### src/hw/mhr_consts.vh
`ifndef MHR_CONSTS_VH
`define MHR_CONSTS_VH
// Timing
`define MHR_CLK_NS      20
`define MHR_MS_NS       1000000
`define MHR_CYC_PER_MS  (`MHR_MS_NS / `MHR_CLK_NS)
`define MHR_CLR_MS      10
`define MHR_MS_PER_S    1000
`define MHR_DEC_DIV     33'h0000007D0
// Register byte offsets
`define MHR_A_CTRL      6'h00
`define MHR_A_CFG       6'h04
`define MHR_A_HOME      6'h08
`define MHR_A_HSPD      6'h0C
`define MHR_A_CSPD      6'h10
`define MHR_A_BSPD      6'h14
`define MHR_A_ACC       6'h18
`define MHR_A_DSTOP     6'h1C
`define MHR_A_TRAVEL    6'h20
`define MHR_A_DWELL     6'h24
`define MHR_A_STAT      6'h28
`define MHR_A_POS       6'h2C
// Control bits (write pulses)
`define MHR_C_START     0
`define MHR_C_FAST      1
`define MHR_C_STOP      2
// Configuration fields
`define MHR_F_METH_HI   2
`define MHR_F_METH_LO   0
`define MHR_F_DIR       4
// Status fields
`define MHR_S_DONE      0
`define MHR_S_REQ       1
`define MHR_S_BUSY      2
`define MHR_S_ST_LO     4
// Methods
`define MHR_M_DOG       3'h0
`define MHR_M_STOP1     3'h1
`define MHR_M_STOP2     3'h2
`define MHR_M_STOP3     3'h3
`define MHR_M_CNT1      3'h4
`define MHR_M_CNT2      3'h5
// Ranges and reset values
`define MHR_SPD_MIN     32'h00000001
`define MHR_SPD_MAX     32'h00030D40
`define MHR_RST_SPD     18'h00001
`define MHR_RST_ACC     15'h03E8
`endif

### src/hw/mhr_sequencer.v
// Operation
// - Dog method: stop at first zero marker after dog goes inactive.
// - Dog methods: on dog active ramp down to creep speed, keep creeping.
// - Stopper one: stop when dwell time from dog active has elapsed.
// - Stopper two: after creep and stopper contact, stop on zero marker.
// - Stopper three: no dog slowdown, creep to stopper, stop on zero.
// - Count one: after travel distance from dog, stop on next zero.
// - Count two: after travel distance, ramp down over stop time, stop.
// - Method selection affects machine return only, not fast return.
// - Start in configured direction: forward increases, reverse decreases.
// - On completion current position takes the home address.
// - Ramp time serves bias-to-home-speed and home-to-creep ramps.
// - Stop cause ramps home speed to bias over the stop time.
// - Fast return decelerates to bias over the stop time.
// - Travel means zero acceptance point or home point, by method.
// - Dwell used by stopper one only; travel by count methods only.
// - After stop pulse deviation clear 10 ms, then set done, clear request.
// - Speeds accepted 1 to 200000, ramp and stop times 0 to 32767 ms; dwell takes the low 16 bits unchecked.
`timescale 1ns/1ps
`default_nettype none
`include "mhr_consts.vh"

module mhr_sequencer #(
  parameter [31:0] CYC_PER_MS = `MHR_CYC_PER_MS,
  parameter [31:0] CLR_CYC    = `MHR_CLR_MS * `MHR_CYC_PER_MS
) (
  input  wire        clk,
  input  wire        rst_n,
  input  wire [5:0]  regAddr,
  input  wire [31:0] regWdata,
  input  wire        regWe,
  input  wire        regRe,
  output wire [31:0] regRdata,
  input  wire        dogIn,
  input  wire        zeroIn,
  input  wire        stopIn,
  input  wire        driveReadyIn,
  output wire        pulseOut,
  output wire        dirOut,
  output wire        devClearOut,
  output wire        busyOut,
  output wire        homeCompleteFlag,
  output wire        homeRequestFlag
);

  localparam [2:0] S_IDLE  = 3'h0;
  localparam [2:0] S_FAST  = 3'h1;
  localparam [2:0] S_CREEP = 3'h2;
  localparam [2:0] S_ZERO  = 3'h3;
  localparam [2:0] S_HALT  = 3'h4;
  localparam [2:0] S_ABORT = 3'h5;
  localparam [2:0] S_FRET  = 3'h6;
  localparam [2:0] S_CLEAR = 3'h7;

  reg  [2:0]  methQ;
  reg         dirCfgQ;
  reg  [31:0] homeAddrQ;
  reg  [17:0] homeSpdQ;
  reg  [17:0] creepSpdQ;
  reg  [17:0] biasSpdQ;
  reg  [14:0] accTimeQ;
  reg  [14:0] stopTimeQ;
  reg  [31:0] travelQ;
  reg  [15:0] dwellQ;
  reg  [31:0] rdataQ;

  reg  [3:0]  syncAQ;
  reg  [3:0]  syncBQ;
  reg         dogPrevQ;
  reg         zeroPrevQ;
  reg  [15:0] msCntQ;

  reg  [2:0]  stQ;
  reg         dirQ;
  reg         doneQ;
  reg         reqQ;
  reg         decelQ;
  reg  [31:0] posQ;
  reg  [31:0] travelCntQ;
  reg  [15:0] dwellCntQ;
  reg  [31:0] clrCntQ;
  reg  [31:0] accQ;
  reg  [31:0] errQ;
  reg  [17:0] spdQ;
  reg         pulseQ;

  reg  [17:0] spdTgt;
  reg  [17:0] rDelta;
  reg  [14:0] rTime;
  reg  [31:0] rdataD;

  wire        dogS   = syncBQ[0];
  wire        zeroS  = syncBQ[1];
  wire        stopS  = syncBQ[2];
  wire        rdyS   = syncBQ[3];
  wire        zeroRise = zeroS & ~zeroPrevQ;
  wire        msTick = (msCntQ == CYC_PER_MS[15:0] - 16'h0001);

  wire        ctrlWr = regWe & (regAddr == `MHR_A_CTRL);
  wire        startMach = ctrlWr & regWdata[`MHR_C_START];
  wire        startFast = ctrlWr & regWdata[`MHR_C_FAST];
  wire        stopCause = stopS | ~rdyS | (ctrlWr & regWdata[`MHR_C_STOP]);

  wire        moving = (stQ != S_IDLE) && (stQ != S_CLEAR);
  wire [31:0] pulseDen = CYC_PER_MS * `MHR_MS_PER_S;
  wire [31:0] accSum = accQ + {14'h0000, spdQ};
  wire        fire = moving && (accSum >= pulseDen);
  wire [31:0] rampDen = {17'h00000, rTime} * CYC_PER_MS;
  wire [17:0] rStep = (rDelta == 18'h00000) ? 18'h00001 : rDelta;
  wire [31:0] errSum = errQ + {14'h0000, rStep};

  wire [31:0] remain = homeAddrQ - posQ;
  wire [31:0] remainAbs = remain[31] ? (32'h00000000 - remain) : remain;
  wire [32:0] decProd = {15'h0000, spdQ} * {18'h00000, stopTimeQ};
  wire [32:0] decDist = decProd / `MHR_DEC_DIV;

  wire        spdOk = (regWdata >= `MHR_SPD_MIN) &&
                      (regWdata <= `MHR_SPD_MAX);
  wire        timeOk = (regWdata[31:15] == 17'h00000);

  // Register writes
  always @(posedge clk or negedge rst_n) begin
    if (!rst_n) begin
      methQ     <= `MHR_M_DOG;
      dirCfgQ   <= 1'b0;
      homeAddrQ <= 32'h00000000;
      homeSpdQ  <= `MHR_RST_SPD;
      creepSpdQ <= `MHR_RST_SPD;
      biasSpdQ  <= `MHR_RST_SPD;
      accTimeQ  <= `MHR_RST_ACC;
      stopTimeQ <= 15'h0000;
      travelQ   <= 32'h00000000;
      dwellQ    <= 16'h0000;
    end else if (regWe) begin
      case (regAddr)
        `MHR_A_CFG: begin
          methQ   <= regWdata[`MHR_F_METH_HI:`MHR_F_METH_LO];
          dirCfgQ <= regWdata[`MHR_F_DIR];
        end
        `MHR_A_HOME:   homeAddrQ <= regWdata;
        `MHR_A_HSPD:   if (spdOk) homeSpdQ <= regWdata[17:0];
        `MHR_A_CSPD:   if (spdOk) creepSpdQ <= regWdata[17:0];
        `MHR_A_BSPD:   if (spdOk) biasSpdQ <= regWdata[17:0];
        `MHR_A_ACC:    if (timeOk) accTimeQ <= regWdata[14:0];
        `MHR_A_DSTOP:  if (timeOk) stopTimeQ <= regWdata[14:0];
        `MHR_A_TRAVEL: if (!regWdata[31]) travelQ <= regWdata;
        `MHR_A_DWELL:  dwellQ <= regWdata[15:0];
        default: begin
        end
      endcase
    end
  end

  // Read mux, data stand one cycle after the strobe
  always @* begin
    rdataD = 32'h00000000;
    case (regAddr)
      `MHR_A_CFG: begin
        rdataD[`MHR_F_METH_HI:`MHR_F_METH_LO] = methQ;
        rdataD[`MHR_F_DIR] = dirCfgQ;
      end
      `MHR_A_HOME:   rdataD = homeAddrQ;
      `MHR_A_HSPD:   rdataD[17:0] = homeSpdQ;
      `MHR_A_CSPD:   rdataD[17:0] = creepSpdQ;
      `MHR_A_BSPD:   rdataD[17:0] = biasSpdQ;
      `MHR_A_ACC:    rdataD[14:0] = accTimeQ;
      `MHR_A_DSTOP:  rdataD[14:0] = stopTimeQ;
      `MHR_A_TRAVEL: rdataD = travelQ;
      `MHR_A_DWELL:  rdataD[15:0] = dwellQ;
      `MHR_A_STAT: begin
        rdataD[`MHR_S_DONE] = doneQ;
        rdataD[`MHR_S_REQ]  = reqQ;
        rdataD[`MHR_S_BUSY] = (stQ != S_IDLE);
        rdataD[`MHR_S_ST_LO+2:`MHR_S_ST_LO] = stQ;
      end
      `MHR_A_POS:    rdataD = posQ;
      default:       rdataD = 32'h00000000;
    endcase
  end

  always @(posedge clk or negedge rst_n) begin
    if (!rst_n) begin
      rdataQ <= 32'h00000000;
    end else begin
      rdataQ <= regRe ? rdataD : 32'h00000000;
    end
  end

  // Pin synchronisers and ms divider
  always @(posedge clk or negedge rst_n) begin
    if (!rst_n) begin
      syncAQ    <= 4'h0;
      syncBQ    <= 4'h0;
      dogPrevQ  <= 1'b0;
      zeroPrevQ <= 1'b0;
      msCntQ    <= 16'h0000;
    end else begin
      syncAQ    <= {driveReadyIn, stopIn, zeroIn, dogIn};
      syncBQ    <= syncAQ;
      dogPrevQ  <= dogS;
      zeroPrevQ <= zeroS;
      msCntQ    <= msTick ? 16'h0000 : msCntQ + 16'h0001;
    end
  end

  // Ramp target, span and time per state
  always @* begin
    spdTgt = biasSpdQ;
    rDelta = 18'h00000;
    rTime  = accTimeQ;
    case (stQ)
      S_FAST: begin
        if (methQ == `MHR_M_STOP3) begin
          spdTgt = creepSpdQ;
          rDelta = creepSpdQ - biasSpdQ;
        end else begin
          spdTgt = homeSpdQ;
          rDelta = homeSpdQ - biasSpdQ;
        end
      end
      S_CREEP, S_ZERO: begin
        spdTgt = creepSpdQ;
        rDelta = homeSpdQ - creepSpdQ;
      end
      S_HALT: begin
        spdTgt = biasSpdQ;
        rDelta = creepSpdQ - biasSpdQ;
        rTime  = stopTimeQ;
      end
      S_ABORT: begin
        spdTgt = biasSpdQ;
        rDelta = homeSpdQ - biasSpdQ;
        rTime  = stopTimeQ;
      end
      S_FRET: begin
        spdTgt = decelQ ? biasSpdQ : homeSpdQ;
        rDelta = homeSpdQ - biasSpdQ;
        rTime  = decelQ ? stopTimeQ : accTimeQ;
      end
      default: begin
      end
    endcase
  end

  always @(posedge clk or negedge rst_n) begin
    if (!rst_n) begin
      spdQ   <= 18'h00000;
      errQ   <= 32'h00000000;
      accQ   <= 32'h00000000;
      pulseQ <= 1'b0;
    end else begin
      pulseQ <= fire;
      if (!moving) begin
        spdQ <= biasSpdQ;
        errQ <= 32'h00000000;
        accQ <= 32'h00000000;
      end else begin
        accQ <= fire ? accSum - pulseDen : accSum;
        if (spdQ == spdTgt) begin
          errQ <= 32'h00000000;
        end else if (rTime == 15'h0000) begin
          spdQ <= spdTgt;
          errQ <= 32'h00000000;
        end else if (errSum >= rampDen) begin
          spdQ <= (spdTgt > spdQ) ? spdQ + 18'h00001
                                  : spdQ - 18'h00001;
          errQ <= errSum - rampDen;
        end else begin
          errQ <= errSum;
        end
      end
    end
  end

  // Sequencer
  always @(posedge clk or negedge rst_n) begin
    if (!rst_n) begin
      stQ        <= S_IDLE;
      dirQ       <= 1'b0;
      doneQ      <= 1'b0;
      reqQ       <= 1'b1;
      decelQ     <= 1'b0;
      posQ       <= 32'h00000000;
      travelCntQ <= 32'h00000000;
      dwellCntQ  <= 16'h0000;
      clrCntQ    <= 32'h00000000;
    end else begin
      if (fire) begin
        posQ <= dirQ ? posQ - 32'h00000001 : posQ + 32'h00000001;
      end
      case (stQ)
        S_IDLE: begin
          clrCntQ <= 32'h00000000;
          if (startMach && methQ <= `MHR_M_CNT2 && rdyS) begin
            dirQ       <= dirCfgQ;
            doneQ      <= 1'b0;
            reqQ       <= 1'b1;
            travelCntQ <= 32'h00000000;
            dwellCntQ  <= 16'h0000;
            stQ        <= S_FAST;
          end else if (startFast && doneQ && rdyS &&
                       remain != 32'h00000000) begin
            dirQ   <= remain[31];
            decelQ <= 1'b0;
            stQ    <= S_FRET;
          end
        end
        S_FAST: begin
          if (stopCause) begin
            stQ <= S_ABORT;
          end else if (methQ == `MHR_M_STOP3) begin
            // Creep to stopper, stop on zero
            if (zeroRise) begin
              stQ <= S_CLEAR;
            end
          end else if (dogS && !dogPrevQ) begin
            stQ <= S_CREEP;
          end
        end
        S_CREEP: begin
          if (fire) begin
            travelCntQ <= travelCntQ + 32'h00000001;
          end
          if (msTick && dwellCntQ != 16'hFFFF) begin
            dwellCntQ <= dwellCntQ + 16'h0001;
          end
          if (stopCause) begin
            stQ <= S_ABORT;
          end else begin
            case (methQ)
              `MHR_M_DOG: begin
                if (!dogS) begin
                  stQ <= S_ZERO;
                end
              end
              `MHR_M_STOP1: begin
                if (dwellCntQ >= dwellQ) begin
                  stQ <= S_CLEAR;
                end
              end
              `MHR_M_STOP2: begin
                if (zeroRise) begin
                  stQ <= S_CLEAR;
                end
              end
              `MHR_M_CNT1: begin
                if (travelCntQ >= travelQ) begin
                  stQ <= S_ZERO;
                end
              end
              `MHR_M_CNT2: begin
                if (travelCntQ >= travelQ) begin
                  stQ <= S_HALT;
                end
              end
              default: stQ <= S_ABORT;
            endcase
          end
        end
        S_ZERO: begin
          if (stopCause) begin
            stQ <= S_ABORT;
          end else if (zeroRise) begin
            stQ <= S_CLEAR;
          end
        end
        S_HALT: begin
          if (spdQ == biasSpdQ) begin
            stQ <= S_CLEAR;
          end
        end
        S_ABORT: begin
          if (spdQ == biasSpdQ) begin
            stQ <= S_IDLE;
          end
        end
        S_FRET: begin
          if (remain == 32'h00000000) begin
            stQ <= S_IDLE;
          end else if (stopCause) begin
            stQ <= S_ABORT;
          end else if ({1'b0, remainAbs} <= decDist) begin
            decelQ <= 1'b1;
          end
        end
        S_CLEAR: begin
          clrCntQ <= clrCntQ + 32'h00000001;
          if (clrCntQ == CLR_CYC - 32'h00000001) begin
            doneQ <= 1'b1;
            reqQ  <= 1'b0;
            posQ  <= homeAddrQ;
            stQ   <= S_IDLE;
          end
        end
        default: stQ <= S_IDLE;
      endcase
    end
  end

  assign regRdata         = rdataQ;
  assign pulseOut         = pulseQ;
  assign dirOut           = dirQ;
  assign devClearOut      = (stQ == S_CLEAR);
  assign busyOut          = (stQ != S_IDLE);
  assign homeCompleteFlag = doneQ;
  assign homeRequestFlag  = reqQ;

endmodule // mhr_sequencer
`default_nettype wire

### config.mk
export PLATFORM = sky130hd
export DESIGN_NAME = mhr_sequencer
export DESIGN_NICKNAME = d
export VERILOG_FILES = /design/src/hw/mhr_sequencer.v
export VERILOG_INCLUDE_DIRS = /design/src /design/src/hw
export SDC_FILE = /design/constraint.sdc
export NUM_CORES = 2
export LEC_CHECK = 0
export CAP_MARGIN = 10
export CORE_ASPECT_RATIO = 2
export CORE_MARGIN = 1.5
export CORE_UTILIZATION = 50
export CTS_BUF_LIST = sky130_fd_sc_hd__clkbuf_16
export CTS_CLUSTER_SIZE = 14
export DETAILED_ROUTE_END_ITERATION = 16
export DONT_BUFFER_PORTS = 1
export PLACE_DENSITY = 0.67
export SETUP_SLACK_MARGIN = 0.4
export SLEW_MARGIN = 20
export SYNTH_ARGS = -nofsm -noshare
export SYNTH_HDL_FRONTEND = slang
export SYNTH_SLANG_ARGS = --single-unit
### constraint.sdc
create_clock -name clk -period 21.5 [get_ports clk]
set_input_delay 1.075 -clock clk [delete_from_list [all_inputs] [get_ports clk]]
set_output_delay 1.075 -clock clk [all_outputs]
set_load 0.02 [all_outputs]
Word level (Yosys, flattened, before mapping)
Index checks and enable logic that the tools add are counted.
- register bits after elaboration: 427
- input port bits: 46
- output and inout port bits: 38
- word-level logic and storage cells: 234
- add/subtract/negate cells: 17
- multipliers: 2
- div/mod/pow operators: 1
- $lt $le $gt $ge: 9
- eq/ne operators: 49
- mux-type cells: 74
- bitwise gates (word level): 10
- reduce and logical (&&, ||, !) cells: 43
- operator list (cell ; count):
    $mux W32 ; 14
    $mux W18 ; 9
    $pmux W32 S2 ; 2
    $add A32 B1 Y32 const B ; 3
    $pmux W18 S4 ; 1
    $pmux W8 S9 ; 1
    $add A32 B18 Y32 ; 2
    $ge A32 B31 Y1 ; 2
    $pmux W18 S3 ; 1
    $sub A18 B18 Y18 ; 3
    $mux W3 ; 17
    $mux W16 ; 3
    $pmux W14 S3 ; 1
    $eq A18 B18 Y1 ; 2
    $div A33 B11 Y33 const B ; 1
    $le A32 B33 Y1 ; 1
    $mul A18 B15 Y33 ; 1
    $pmux W3 S11 ; 1
    $add A16 B1 Y16 const B ; 2
    $eq A32 B19 Y1 const B ; 1
    $ge A32 B1 Y1 const B ; 1
    $ge A32 B26 Y1 const B ; 1
    $le A32 B18 Y1 const B ; 1
    $logic_not A32 Y1 ; 1
    other kinds (55) ; 133

Logic depth before layout (Yosys ltp)
- depth in word-level cells: 11
- gate-level depth with buffers: 106
- depth with buffers taken out: 92

Least setup slack after synthesis
OpenSTA, ideal clock, no wires.
- path kind: register to register
- from: register spdQ[1]
- to: register decelQ
- setup time: 0.077 ns
- arrival: 22.143 ns
- required time: 21.423 ns
- setup slack: -0.721 ns
- stages on the path, launching flop included: 98
- buffers on the path: 12
- clock period less this slack: 22.221 ns
- cell sequence: dfrtp_1 > clkbuf_1 > clkbuf_1 > nand2_1 > fa_1 > fa_1 > inv_1 > fa_1 > fa_1 > fa_1 > inv_1 > fa_1 > inv_1 > ha_1 > buf_2 > nand4_2 > or3_1 > a21o_1 > [62 not listed] > a21oi_1 > o22ai_1 > nor2_1 > nor2_1 > a211oi_1 > o21ai_0 > a221oi_1 > o21ai_0 > a21o_1 > a21oi_1 > nor2_1 > nor2_1 > nand2_1 > a211oi_1 > a21oi_1 > nor3_1 > a21oi_1 > a21oi_1
- word-level cells in the longest chain between the ends: 5
- RTL lines (item ; line ; text):
    from (decl) ; mhr_sequencer.v:84 ; reg [17:0] spdQ;
    from (signal assigned) ; mhr_sequencer.v:254 ; spdQ <= biasSpdQ;
    from (signal assigned) ; mhr_sequencer.v:262 ; spdQ <= spdTgt;
    from (signal assigned) ; mhr_sequencer.v:265 ; spdQ <= (spdTgt > spdQ) ? spdQ + 18'h00001
    $mul A18 B15 Y33 ; mhr_sequencer.v:114 ; wire [32:0] decProd = {15'h0000, spdQ} * {18'h00000, stopTimeQ};
    $div A33 B11 Y33 (no line) ; -- ;
    $le A32 B33 Y1 ; mhr_sequencer.v:382 ; end else if ({1'b0, remainAbs} <= decDist) begin
    $ne A2 B2 Y1 (no line) ; -- ;
    $reduce_and A6 Y1 (no line) ; -- ;
    to (signal assigned) ; mhr_sequencer.v:282 ; decelQ <= 1'b0;
    to (signal assigned) ; mhr_sequencer.v:304 ; decelQ <= 1'b0;
    to (signal assigned) ; mhr_sequencer.v:383 ; decelQ <= 1'b1;
    to (decl) ; mhr_sequencer.v:77 ; reg decelQ;
No other way between the ends.
A chain may end at the register's enable or synchronous reset.

Worst setup path in the final report
- from: register stopTimeQ[5]
- to: register decelQ
- word-level cells in the longest chain between the ends: 5
- RTL lines (item ; line ; text):
    from (decl) ; mhr_sequencer.v:62 ; reg [14:0] stopTimeQ;
    from (signal assigned) ; mhr_sequencer.v:145 ; `MHR_A_DSTOP: if (timeOk) stopTimeQ <= regWdata[14:0];
    $mul A18 B15 Y33 ; mhr_sequencer.v:114 ;
    $div A33 B11 Y33 (no line) ; -- ;
    $le A32 B33 Y1 ; mhr_sequencer.v:382 ;
    $ne A2 B2 Y1 (no line) ; -- ;
    $reduce_and A6 Y1 (no line) ; -- ;
No other way between the ends.

==> metrics.md <==
| Metric | Value |
|---|---|
| Critical path class | reg -> reg |
| Crit-path max cell delay | 0.56 ns |
| Clk Latency, worst-skew pair | 0.61 ns |
| Die area | 0.102 sq mm |
| Vias in the first global route | 48800 |
| Worst EP arrival | 23.31 ns |
| Met3 track demand over resource | 0.0522 |
| I/O pin cnt | 84 |
| Combinational share of power | 0.548 |
| Root Buffer | clkbuf_16 |
| CTS tree | yes |
| Yosys warns | 0 |
| Seq/Total Area, Yosys | 0.214 |
| Count of state elements after synthesis | 427 |
| Status | finished, violations left |
| Final Hold Fails | 0 |
| Final TNS setup | -1.28 ns |
| Max_slew headroom | -0.116 |
| Tmin final | 22.78 ns |
| Vias | 46600 |
| Share of cells above drive strength 1 | 0.212 |
| Syn_nets | 6605 |
| Core area | 0.0987 sq mm |
| Met1 Use GR | 0.316 |
| Setup Skew | 0.0167 ns |
| Startpoint Class | flop |
| Final Cycle Share | 1.06 |
| Max Cap Viol | 0 |
| Reg2reg end | decelQ |
| FF-to-FF path depth | 104 |
| Global route hottest layer | met2 |
| Pre-CTS setup slack | -2.08 ns |
| H-tree Lvls | 2 |
| First-pass GRT wire length | 269000 um |
| Peak supply drop | 0.0747 mV |
| Least-Margin Pin Slew | 1.67 ns |
| Router iterations before antenna repair | 9 |
| Nets | 7200 |
| Post-route ant nets | 0 |
| Total GRT Usage | 0.344 |
| Max Fclk | 43.9 MHz |
| Initial Utilization | 0.505 |
| Die Wd | 226 um |
| Via density per instance | 6.00 |
| Most common cell after layout, fill and taps aside | buf_4 |
| Num rows | 163 |
| Sequential power share | 0.258 |
| Reg2reg setup slack | -1.28 ns |
| Pwr dens | 60.8 mW/mm^2 |
| Largest net degree at the start of global routing | 428 |
| Endpoints failing setup | 1 |
| Sw Ratio | 0.437 |
| Main synth FF type | dfrtp_1 |
| DRC errors left | 0 |
| Post-Syn Area | 0.0499 sq mm |
| Fillers | 8648 |
| CTS sink cnt | 427 |
| Drt wl/cell | 22.6 um |
| Design area | 0.0600 sq mm |
| Dpl cell area | 0.0566 sq mm |
| RSZ-0062 raised after global routing | yes |
| EDFF count, synth | 0 |
| DIE HEIGHT | 450 um |
| Final wirelength | 176000 um |
| NetSw | 1590 uW |
| Hold Crit Class | in -> async |
| FFs w/ async S/R, synth | 1.00 |
| Clock-pin slew on the worst setup and hold paths | 0.07 ns |
| Internal power | 2050 uW |
| Met2 Track Usage GR | 0.636 |
| Synth Instances | 5818 |
| Critical Path Sink Type | flop |
| Yosys cell types | 134 |
| Crit path max-delay family | compound AO/OA/AOI/OAI gates |
| Antenna violations before repair | 2 |
| Detailed Place HPWL | 141000 um |
| CP max stage cell | or4_4 |
| Util after Layout | 0.608 |
| Seq. cell area | 0.0107 sq mm |
| Final slew viol count | 113 |
| Clock share of power | 0.194 |
| Most used cell, CP | buf_4 |
| Clock tree buffer depth | 3 |
| Crit path max fanout | 8 |
| Syn_area_per_cell | 8.57 sq um |
| Failing checks | max-slew violations, negative setup slack |
| Worst Slack Setup Final | -1.28 ns |
| GP Congestion | 1.00 |
| Most frequent cells in the layout | 750 x buf_4, 635 x inv_1, 475 x ha_1, 464 x nand2_1, 409 x dfrtp_1 |
| DR iter-0 viols | 3112 |
| Worst Path Buf+Inv | 21 |
| CTS Buf Count | 40 |
| Worst endpoint required time | 22.04 ns |
| Leakage | 0.0287 uW |
| R2R Path Start | stopTimeQ[5] |
| Area of the multi-input gates | 0.0377 sq mm |
| Synth-to-layout area growth | 20.3% |
| Gr ovfl total | 0 |
| PortBufs | 0 |
[power groups by stage]
| stage | registers, uW | clock network, uW | logic [uW] |
|---|---|---|---|
| after floorplan | 917 | 0 | 1350 |
| after global placement | 951 | 0 | 1910 |
| after detailed placement | 953 | 0 | 1950 |
| after CTS | 938 | 714 | 1960 |
| after global routing | 946 | 739 | 2170 |
| final | 941 | 706 | 2000 |
[cell usage after synthesis, types with 12 or more instances]
cell	count	area, sq um
o21bai_1	130	976
inv_1	625	2350
dfrtp_1	417	10400
nand2b_1	48	300
a31oi_1	43	269
xnor2_1	284	2490
a22oi_1	49	368
o221ai_1	24	210
a21oi_1	364	1820
a222oi_1	46	460
and3_1	54	338
nor2b_1	41	257
o211a_1	12	120
xor2_1	139	1220
o2111ai_1	14	123
or3_1	45	282
a211o_1	17	149
o31ai_1	18	135
mux2i_1	76	761
nand3_1	151	756
and2_1	194	1210
and4_1	15	131
o21ai_0	265	1330
nand4_1	57	357
nor4_1	38	238
fa_1	255	5100
o211ai_1	43	323
nand2_1	475	1780
buf_2	28	140
o21a_1	29	218
a221oi_1	20	175
o21ai_1	28	140
ha_1	486	6080
a211oi_1	34	255
o22ai_1	14	87.6
nor3_1	101	505
clkbuf_1	195	732
mux2_2	144	1620
a21o_1	128	961
nor2_1	366	1370
[sequential cells by signal, summed over array words and instances, names as in the netlist, 16 cells and up]
signal,cells
accQ,32
biasSpdQ,18
clrCntQ,32
creepSpdQ,18
dwellCntQ,16
dwellQ,16
errQ,32
homeAddrQ,32
homeSpdQ,18
msCntQ,16
posQ,32
regRdata,32
spdQ,18
travelCntQ,32
travelQ,31
[layer usage]
metal,part of all wire,up-vias,routed length [um]
met5,0,-,0
met4,0.11,0,19600
met3,0.048,856,8410
met2,0.52,1581,91700
met1,0.32,22600,56100
li1,-,21600,-
[what timing repair did]
item / in CTS / in global routing
hold buffers: 0 / 0
gates cloned: 0 / 0
setup buffers: 9 / 65
pin swaps: 20 / 135
endpoints found under the setup margin: 1 / 1
gates resized for setup: 59 / 233
[cell families after synthesis]
family,share of synthesized area
AND/OR/NAND/NOR,0.162
buffers and inverters,0.0680
adder cells (fa/ha/maj),0.225
flip-flops,0.214
XOR/XNOR,0.0771
AO/OA/AOI/OAI,0.204
multiplexers,0.0488
[cell type report]
type | instances | area share
Clock inverter | 26 | 0.00309
Timing Repair Buffer | 801 | 0.106
Antenna cell | 3 | 0.000125
Clock buffer | 41 | 0.0171
Inverter | 631 | 0.0396
Tap cell | 1320 | 0.0275
Multi-Input combinational cell | 4512 | 0.628
Sequential cell | 427 | 0.178
[through the flow]
| step | hold WS (ns) | power [uW] | instances |
|---|---|---|---|
| finish | 0.166 | 3650 | 7761 |
| global route | 0.152 | 3850 | 7759 |
| CTS | 0.166 | 3610 | 7691 |
| detailed placement | 0.335 | 2900 | 7615 |
| global placement | 0.334 | 2860 | 7615 |
| floorplan | 0.331 | 2270 | 5818 |
[worst reg2reg max path, delay by kind of cell (launching register included)]
| kind | cells | cell delay, ns |
|---|---|---|
| AOI/OAI and AO/OA | 48 | 10.75 |
| xor gates and xnor gates | 2 | 0.41 |
| adders and majority gates | 8 | 3.62 |
| buffers and inverters | 21 | 2.60 |
| DFF | 1 | 0.40 |
| muxes | 4 | 0.75 |
| and+or+nand+nor | 21 | 4.17 |
[worst max path at each step]
stage,start,end,slack (ns),depth (start not counted)
after floorplan,spdQ[5],decelQ,-0.12,102
after global placement,stopTimeQ[5],decelQ,-1.82,100
after detailed placement,stopTimeQ[5],decelQ,-2.08,96
after CTS,stopTimeQ[5],decelQ,-1.49,95
after global routing,stopTimeQ[5],decelQ,-2.25,108
final,stopTimeQ[5],decelQ,-1.28,104
No activity file was read; power rests on OpenSTA's default activity.
